File: src/sft_pkg.sv
package sft_pkg;
   // character clock at 25 MHz, one character per cycle
   localparam int CLK_HZ = 25000000;
   // token loss time-out in milliseconds
   localparam int TOKEN_LOSS_MS = 100;
   localparam int TOKEN_LOSS_CYC = (CLK_HZ / 1000) * TOKEN_LOSS_MS;
   // latency ceiling and spacing floor in character periods
   localparam int MAX_DELAY_CHARS = 10;
   localparam int MIN_SPACING_CHARS = 100;
   // widths of allowances, transfer count and frame counter
   localparam int ALLOW_W = 8;
   localparam int XFER_W = 4;
   localparam int CNT_W = ALLOW_W + XFER_W;
   localparam logic [CNT_W-1:0] CNT_RESET = 12'h000;
   // token kinds emitted on a port
   typedef enum logic [1:0] {SFT_TOK_NONE, SFT_TOK_SAT, SFT_TOK_SATP} sft_tok_t;
endpackage : sft_pkg

File: src/sft_dir_engine.sv
`timescale 1ns/100ps
// one direction of the fairness algorithm: counter, quotas, hold state
module sft_dir_engine
   import sft_pkg::*;
#(
   parameter int SPACING = MIN_SPACING_CHARS,
   parameter int LOSS_CYC = TOKEN_LOSS_CYC
)
(
   input wire logic clk,
   input wire logic rst_n,
   input wire logic [ALLOW_W-1:0] hold_frame_allowance,
   input wire logic [ALLOW_W-1:0] idle_frame_allowance,
   input wire logic [XFER_W-1:0] outstanding_xfers,
   input wire logic sat_in,
   input wire logic app_frame_sent,
   input wire logic app_frame_pending,
   input wire logic cut_through_pending,
   input wire logic send_ok,
   input wire logic reflect,
   output logic holding,
   output logic release_now,
   output logic app_originate_ok,
   output logic [CNT_W-1:0] originated_count
);
   logic [CNT_W-1:0] hold_q;
   logic [CNT_W-1:0] idle_q;
   logic satisfied;
   logic [31:0] token_loss_timer_r;
   logic [7:0] space_r;
   logic sat_any;
   logic loss_fire;

   // allowances scale with concurrent transfers
   assign hold_q = CNT_W'(hold_frame_allowance * outstanding_xfers);
   assign idle_q = CNT_W'(idle_frame_allowance * outstanding_xfers);
   assign satisfied = (originated_count >= hold_q) || !app_frame_pending;
   assign loss_fire = (token_loss_timer_r >= 32'(LOSS_CYC - 1));
   assign sat_any = sat_in || loss_fire;
   // release once satisfied, spacing met and link ready; ready gates only send
   assign release_now = holding && satisfied && send_ok && (space_r == 8'h00);
   // origination gate, frame kinds other than application bypass this
   assign app_originate_ok = (holding && !satisfied) ||
      (!cut_through_pending && (idle_q > originated_count));

   // hold state; a second token while holding is dropped
   always_ff @(posedge clk)
   begin
      if (!rst_n)
         holding <= 1'b0;
      else if (release_now)
         holding <= 1'b0;
      else if (sat_any)
         holding <= 1'b1;
   end

   // frame counter, zeroed on release, aborted frames never pulse sent
   always_ff @(posedge clk)
   begin
      if (!rst_n)
         originated_count <= CNT_RESET;
      else if (release_now)
         originated_count <= CNT_RESET;
      else if (app_frame_sent && originated_count != {CNT_W{1'b1}})
         originated_count <= originated_count + 1'b1;
   end

   // token loss timer cleared on each forward or reflect as complement
   always_ff @(posedge clk)
   begin
      if (!rst_n)
         token_loss_timer_r <= 32'h0;
      else if (release_now || loss_fire)
         token_loss_timer_r <= 32'h0;
      else
         token_loss_timer_r <= token_loss_timer_r + 32'h1;
   end

   // spacing since previous release; reflect flag is unused here
   always_ff @(posedge clk)
   begin
      if (!rst_n)
         space_r <= 8'h00;
      else if (release_now)
         space_r <= 8'(SPACING - 1);
      else if (space_r != 8'h00)
         space_r <= space_r - 8'h01;
   end

   logic unused_reflect;
   assign unused_reflect = reflect;
endmodule // sft_dir_engine

File: src/sft_fairness_token.sv
`timescale 1ns/100ps
// Notes on behaviour
// - tokens pass to other port unless turnaround selected, then return same port
// - received SAT is held per fairness then sent out the other port
// - dual-port node forwards SAT' out the other port only if a SAT came on that other port since the previous SAT'
// - turned-back SAT is held then sent as SAT' on same port
// - turned-back SAT' becomes SAT on same port unconditionally
// - release SAT when satisfied, hold otherwise even awaiting ready, zero count
// - satisfied when count reaches hold allowance or nothing to originate
// - allowances are per-frame allowances times outstanding transfers
// - count only completed application frames, never aborted ones
// - privileged and control frames are never gated here
// - originate when holding and unsatisfied, or idle link and below idle allowance
// - below hold allowance: originate without cut-through, after SAT hold cut-through
// - between allowances: originate without cut-through, release SAT at once
// - at idle allowance: originate nothing, release SAT and zero count
// - accept tokens in any state with sync, transmit only when ready
// - string end returns SAT as SAT' once satisfied
// - string end returns SAT' as SAT immediately, count untouched
// - drop SAT' when no SAT came on other port since previous SAT'
// - port turnaround bit returns tokens on same port, routing unchanged
// - loss timer clears on release, at 100 ms creates a token
// - SAT received while holding one is discarded
// - each pass or return adds at most 10 character periods
// - at least 100 character periods between successive releases
// - two independent instances, one per traffic direction
module sft_fairness_token
   import sft_pkg::*;
#(
   parameter int LOSS_CYC = TOKEN_LOSS_CYC,
   parameter int SPACING = MIN_SPACING_CHARS
)
(
   input wire logic clk,
   input wire logic rst_n,
   input wire logic node_turnaround_select,
   input wire logic [1:0] port_turnaround_bit,
   input wire logic [1:0] port_operational,
   input wire logic [1:0] char_sync,
   input wire logic [1:0] port_ready,
   input wire logic [1:0] rx_sat,
   input wire logic [1:0] rx_satp,
   input wire logic [ALLOW_W-1:0] hold_frame_allowance,
   input wire logic [ALLOW_W-1:0] idle_frame_allowance,
   input wire logic [1:0][XFER_W-1:0] outstanding_xfers,
   input wire logic [1:0] app_frame_sent,
   input wire logic [1:0] app_frame_pending,
   input wire logic [1:0] cut_through_pending,
   output sft_tok_t [1:0] tx_token,
   output logic [1:0] app_originate_ok,
   output logic [1:0] sat_holding,
   output logic [1:0][CNT_W-1:0] originated_count
);
   import sft_pkg::*;

   ////////////////////////////////////////////////////////////////////////
   // routing decode

   // true when port p sends tokens back on itself
   function automatic logic turns(input logic [1:0] tb, input logic [1:0] op,
                                  input logic nts, input int p);
      turns = nts || tb[p] || !op[0] || !op[1];
   endfunction

   // outbound port of a token taken on port p
   function automatic logic dest_of(input logic turn, input int p);
      dest_of = turn ? 1'(p) : 1'(1 - p);
   endfunction

   logic both_op;
   logic [1:0] rel_dest;
   logic [1:0] satp_go;
   logic [1:0] slot_sat;
   logic [1:0] ret;
   logic [1:0] rel;
   logic [1:0] sat_acc;
   logic [1:0] satp_acc;
   logic [1:0] sat_seen_r;
   logic [1:0] satp_keep;
   logic [1:0] satp_pend_r;
   logic [1:0] satp_dest_r;
   sft_tok_t [1:0] tok_nxt;

   assign both_op = port_operational[0] && port_operational[1];
   // tokens are taken in any port state while sync holds
   assign sat_acc = rx_sat & char_sync;
   assign satp_acc = rx_satp & char_sync;

   ////////////////////////////////////////////////////////////////////////
   // one engine per receiving port, i.e. per traffic direction

   generate
      for (genvar p = 0; p < 2; p++)
      begin : g_dir
         logic send_ok;
         logic slot_free;
         logic satp_yield;
         assign ret[p] = turns(port_turnaround_bit, port_operational,
                               node_turnaround_select, p);
         assign rel_dest[p] = dest_of(ret[p], p);
         // mixed turnaround bits can aim both engines at one port;
         // engine 0 wins, and a SAT' from port 0 beats one from port 1
         if (p == 0)
         begin : g_first
            assign slot_free = 1'b1;
            assign satp_yield = 1'b0;
         end
         else
         begin : g_second
            assign slot_free = !(rel[0] && (rel_dest[0] == rel_dest[1]));
            assign satp_yield = satp_go[0] && (satp_dest_r[0] == satp_dest_r[1]);
         end
         // outbound port must be ready before the token leaves
         assign send_ok = port_ready[rel_dest[p]] && slot_free;
         // a held SAT' waits for a ready port and a slot no release takes
         assign satp_go[p] = satp_pend_r[p] && port_ready[satp_dest_r[p]] &&
            !slot_sat[satp_dest_r[p]] && !satp_yield;
         assign slot_sat[p] = (rel[0] && (rel_dest[0] == 1'(p))) ||
            (rel[1] && (rel_dest[1] == 1'(p)));
         sft_dir_engine #(
            .SPACING(SPACING),
            .LOSS_CYC(LOSS_CYC)
         ) u_eng (
            .clk(clk),
            .rst_n(rst_n),
            .hold_frame_allowance(hold_frame_allowance),
            .idle_frame_allowance(idle_frame_allowance),
            .outstanding_xfers(outstanding_xfers[p]),
            .sat_in(sat_acc[p]),
            .app_frame_sent(app_frame_sent[p]),
            .app_frame_pending(app_frame_pending[p]),
            .cut_through_pending(cut_through_pending[p]),
            .send_ok(send_ok),
            .reflect(ret[p]),
            .holding(sat_holding[p]),
            .release_now(rel[p]),
            .app_originate_ok(app_originate_ok[p]),
            .originated_count(originated_count[p])
         );
         // drop stale complement token on a closed loop
         assign satp_keep[p] = ret[p] || !both_op || sat_seen_r[1-p];
      end
   endgenerate

   ////////////////////////////////////////////////////////////////////////
   // complement tracking

   // a SAT on port q arms the SAT' filter of the other port
   always_ff @(posedge clk)
   begin
      if (!rst_n)
         sat_seen_r <= 2'b00;
      else
         for (int q = 0; q < 2; q++)
            if (sat_acc[q])
               sat_seen_r[q] <= 1'b1;
            else if (satp_acc[1-q])
               sat_seen_r[q] <= 1'b0;
   end

   // SAT' wait for ready out-port, sent next idle slot, well within bound
   always_ff @(posedge clk)
   begin
      if (!rst_n)
      begin
         satp_pend_r <= 2'b00;
         satp_dest_r <= 2'b00;
      end
      else
         for (int p = 0; p < 2; p++)
            if (satp_acc[p] && satp_keep[p])
            begin
               satp_pend_r[p] <= 1'b1;
               satp_dest_r[p] <= dest_of(ret[p], p);
            end
            else if (satp_go[p])
               satp_pend_r[p] <= 1'b0;
   end

   ////////////////////////////////////////////////////////////////////////
   // transmit token choice, SAT release wins a shared slot

   always_comb
   begin
      tok_nxt = '{SFT_TOK_NONE, SFT_TOK_NONE};
      for (int p = 0; p < 2; p++)
      begin
         // SAT' returned becomes SAT, passed stays SAT'
         if (satp_go[p])
            tok_nxt[satp_dest_r[p]] = (satp_dest_r[p] == 1'(p)) ?
               SFT_TOK_SAT : SFT_TOK_SATP;
      end
      for (int p = 0; p < 2; p++)
      begin
         if (rel[p])
            tok_nxt[ret[p] ? p : 1 - p] = ret[p] ? SFT_TOK_SATP : SFT_TOK_SAT;
      end
   end

   // registered token out, one cycle after decision
   always_ff @(posedge clk)
   begin
      if (!rst_n)
         tx_token <= '{SFT_TOK_NONE, SFT_TOK_NONE};
      else
         tx_token <= tok_nxt;
   end
endmodule // sft_fairness_token

File: config.mk
export PLATFORM = sky130hd
export DESIGN_NAME = sft_fairness_token
export DESIGN_NICKNAME = d
export VERILOG_FILES = /design/src/sft_pkg.sv /design/src/sft_dir_engine.sv /design/src/sft_fairness_token.sv
export SDC_FILE = /design/constraint.sdc
export NUM_CORES = 1
export LEC_CHECK = 0
export ABC_AREA = 1
export BUFFER_PORTS_ARGS = -buffer_cell sky130_fd_sc_hd__buf_2
export CAP_MARGIN = 5
export CORE_UTILIZATION = 47
export CTS_CLUSTER_DIAMETER = 150
export DETAILED_ROUTE_END_ITERATION = 12
export PLACE_DENSITY = 0.67
export RECOVER_POWER = 100
export SLEW_MARGIN = 40
export SYNTH_ARGS = -nofsm -noshare
export SYNTH_HDL_FRONTEND = slang
export SYNTH_SLANG_ARGS = --single-unit
File: constraint.sdc
create_clock -name clk -period 4.8 [get_ports clk]
set_input_delay 0.48 -clock clk [delete_from_list [all_inputs] [get_ports clk]]
set_output_delay 0.48 -clock clk [all_outputs]
set_load 0.01 [all_outputs]
==> flow_metrics.env <==
export IMPL_clock_skew_final_ns=0.009486
export IMPL_power_report_internal_total_mw=2.727
export IMPL_num_fill_cells=1801
export IMPL_time_the_worst_path_needs_with_i_o_delays_and_setup_ns=4.932
export IMPL_cpPeakStageDelay_ns=0.56
export IMPL_drt_antenna_violating_nets=0
export IMPL_floorplan_die_height_um=146.9
export IMPL_synth_warnings=0
export IMPL_fmax_ghz=0.2028
export IMPL_critical_path_slowest_cell="sky130_fd_sc_hd__fa_1"
export IMPL_worst_ep_arrival_time_ns=4.45
export IMPL_final_routed_wirelength_um=23280
export IMPL_grt_setup_unrepaired="true"
export IMPL_cp_top_family="adder cells"
export IMPL_power_switching_mw=1.375
export IMPL_grt_max_degree=18
export IMPL_postLayoutCoreUtil=0.6308
export IMPL_post_synth_main_area_contributors="sky130_fd_sc_hd__dfxtp_1 (24%), sky130_fd_sc_hd__ha_1 (15%), sky130_fd_sc_hd__nand2_1 (11%)"
export IMPL_mean_area_per_synthesized_cell_um2=7.196
export IMPL_antenna_diode_count=0
export IMPL_post_route_cells_drive_above_1_share=0.2391
export IMPL_fin_ws_ns=-0.1316
export IMPL_start_util=0.4833
export IMPL_timing_max_slew_rel_slack=0.5174
export IMPL_grt_pass1_wl_um=38910
export IMPL_placed_cells=1792
export IMPL_fin_total_pwr_mw=4.102
export IMPL_power_combinational_fraction=0.396
export IMPL_power_per_cell_area_nw_per_um2=318.4
export IMPL_post_synth_most_frequent_cells="sky130_fd_sc_hd__nand2_1 (302), sky130_fd_sc_hd__inv_1 (274), sky130_fd_sc_hd__ha_1 (119), sky130_fd_sc_hd__dfxtp_1 (116), sky130_fd_sc_hd__nor2_1 (95)"
export IMPL_finalHoldViolations=0
export IMPL_instances_no_fill=1859
export IMPL_synth_top_area_cell="sky130_fd_sc_hd__dfxtp_1"
export IMPL_count_of_state_elements_after_synthesis=116
export IMPL_timing_max_transition_violations_final=0
export IMPL_path_class="input port to output port"
export IMPL_worstMarginPinSlew_ns=0.7239
export IMPL_number_of_antenna_violations_at_the_first_check_in_global_routing=1
export IMPL_crit_path_max_fanout=6
export IMPL_grt_overflow_total=0
export IMPL_max_cap_violations=0
export IMPL_detailedRoute_firstIterationViolations=407
export IMPL_sw_frac_of_total=0.3353
export IMPL_drcViolationCount=0
export IMPL_netlist_area_um2=9873
export IMPL_globalRouteTotalUtil=0.2186
export IMPL_worstHoldPathType="input port to register"
export IMPL_post_drt_via_cell_ratio=4.803
export IMPL_clock_tree_from_tritoncts="done"
export IMPL_synthFlopType="sky130_fd_sc_hd__dfxtp_1"
export IMPL_fp_dieArea_um2=21590
export IMPL_via_count_of_the_first_global_routing_pass=8794
export IMPL_replace_congestion=0.8214
export IMPL_finalSetupViolCount=6
export IMPL_nNetsFinal=1788
export IMPL_tritoncts_num_buffers=17
export IMPL_cellLeakagePower_nw=6.458
export IMPL_io_pins=77
export IMPL_clkSlewWorstSetupHoldPaths_ns=0.06
export IMPL_irDropWorstVdd_mv=0.2733
export IMPL_synth_cell_type_count=51
export IMPL_failed_checks="setup timing"
export IMPL_critPathCaptureType="output port"
export IMPL_setup_worst_path_start_class="input port"
export IMPL_cts_root_buffer_cell="sky130_fd_sc_hd__clkbuf_16"
export IMPL_detailedRoute_firstPassIterationCount=4
export IMPL_syn_instance_count=1372
export IMPL_synthDominantCellAreaShare=0.2352
export IMPL_cts_max_level=4
export IMPL_synth_seq_area_share=0.2352
export IMPL_critical_path_buf_inv_count=5
export IMPL_worst_endpoint_required_ns=4.32
export IMPL_final_worst_path_cycle_share=1.027
export IMPL_post_dp_hpwl_um=17270
export IMPL_clk_insertion_delay_late_ns=0.42
export IMPL_synth_most_common_cell="sky130_fd_sc_hd__nand2_1"
export IMPL_areaGrowthSynthToFinish_pct=30.52
export IMPL_placeableCoreArea_um2=20430
export IMPL_fp_row_count=52
export IMPL_clock_power_share=0.340
export IMPL_post_drt_wl_per_cell_um=12.52
export IMPL_status="complete, but fails checks"
export IMPL_portBuffers=76
export IMPL_critical_path_top_cell_by_count="sky130_fd_sc_hd__a21oi_2"
export IMPL_cts_hold_fix_buffers=0
export IMPL_detailroute_via_count=8928
export IMPL_synth_edf_count=0
export IMPL_clock_sinks=116
export IMPL_cts_max_path_buffers=2
export IMPL_async_s_r_ff_share_synth=0
export IMPL_power_sequential_fraction=0.265
export IMPL_die_w_um=146.9
worst paths after layout:
check	from	to	slack [ns]	depth (start not counted)
worst min-delay path	app_frame_sent[0]	g_dir[0].u_eng.originated_count[0]	0.35	3
worst min register to register	g_dir[0].u_eng.token_loss_timer_r[0]	g_dir[0].u_eng.token_loss_timer_r[0]	0.45	1
worst max-delay path	outstanding_xfers[1]	app_originate_ok[0]	-0.13	26
worst max register to register	g_dir[0].u_eng.space_r[0]	tx_token[2]	2.09	17
what timing repair did:
action	in CTS	in global routing
resized for setup	68	114
pin swaps	60	83
cloned	1	3
hold endpoints to repair	0	0
buffers inserted	22	10
setup endpoints to repair	8	75
layout by cell type, fill, tap and decap left out, types with 22 or more instances in the layout:
| master | Yosys | routed |
|---|---|---|
| sky130_fd_sc_hd__a21oi_1 | 93 | 63 |
| sky130_fd_sc_hd__a21oi_2 | 0 | 29 |
| sky130_fd_sc_hd__buf_2 | 1 | 34 |
| sky130_fd_sc_hd__buf_4 | 4 | 114 |
| sky130_fd_sc_hd__buf_6 | 0 | 23 |
| sky130_fd_sc_hd__clkbuf_1 | 37 | 33 |
| sky130_fd_sc_hd__dfxtp_1 | 116 | 116 |
| sky130_fd_sc_hd__fa_1 | 48 | 46 |
| sky130_fd_sc_hd__ha_1 | 119 | 110 |
| sky130_fd_sc_hd__inv_1 | 274 | 262 |
| sky130_fd_sc_hd__inv_2 | 12 | 22 |
| sky130_fd_sc_hd__nand2_1 | 302 | 284 |
| sky130_fd_sc_hd__nand3_1 | 41 | 36 |
| sky130_fd_sc_hd__nor2_1 | 95 | 79 |
| sky130_fd_sc_hd__nor3_1 | 31 | 22 |
| sky130_fd_sc_hd__o21ai_0 | 34 | 27 |
| sky130_fd_sc_hd__xnor2_1 | 24 | 23 |
| sky130_fd_sc_hd__xor2_1 | 25 | 25 |
sequential cells by signal, summed over array words and instances (netlist names):
| name | flops |
|---|---|
| g_dir.u_eng.holding | 2 |
| g_dir.u_eng.originated_count | 24 |
| g_dir.u_eng.space_r | 16 |
| g_dir.u_eng.token_loss_timer_r | 64 |
| sat_seen_r | 2 |
| satp_dest_r | 2 |
| satp_pend_r | 2 |
| tx_token | 4 |
cells by family after synthesis:
family	synth area share
other cells	0.0003798
compound gates	0.09188
buf+inv	0.1281
flops	0.2352
simple gates	0.2528
xor+xnor	0.04347
fa+ha+maj	0.2481
stage by stage:
stage / hold slack [ns] / worst slack (ns) / cell area, µm² / setup TNS [ns]
floorplan: 0.4175 / -0.006518 / 10080 / -0.006518
CTS: 0.3344 / -0.08258 / 12450 / -0.3140
global route: 0.3650 / -0.4606 / 12890 / -13.94
global placement: 0.4302 / -0.4102 / 11340 / -15.53
finish: 0.3451 / -0.1316 / 12890 / -0.3067
detailed placement: 0.4368 / -0.4930 / 11340 / -21.16
area by class of cell:
type | instances | area, µm² | share of cell area
repair buffers | 211 | 1540 | 0.1195
multi-input cells | 943 | 6955 | 0.5398
flip-flops and latches | 116 | 2322 | 0.1802
clock buffers | 19 | 442.9 | 0.03437
inverters | 287 | 1082 | 0.08399
clock inverters | 13 | 205.2 | 0.01592
well taps | 270 | 337.8 | 0.02622
layer usage:
layer / GRT usage / up-vias / share of wire
li1: - / 4686 / -
met1: 0.2829 / 4092 / 0.47
met2: 0.3659 / 119 / 0.48
met3: 0.04161 / 29 / 0.032
met4: 0.07165 / 2 / 0.015
met5: 0 / - / 0.00052
power by group through the flow:
| stage | Sequential [mW] | Clock, mW | Combinational, mW |
|---|---|---|---|
| after floorplan | 1.10 | 0 | 1.03 |
| after global placement | 1.10 | 0 | 1.40 |
| after detailed placement | 1.10 | 0 | 1.43 |
| after CTS | 1.08 | 1.41 | 1.55 |
| after global routing | 1.09 | 1.46 | 1.85 |
| final | 1.09 | 1.39 | 1.62 |
worst register-to-register path, delay by kind of cell, from the launching register on:
family / cells / cell delay (ns)
buffers and inverters: 5 / 0.55
DFF: 1 / 0.32
AOI/OAI and AO/OA: 2 / 0.21
and+or+nand+nor: 9 / 1.34
adders and majority gates: 1 / 0.19
Power figures use the tool's default switching activity.
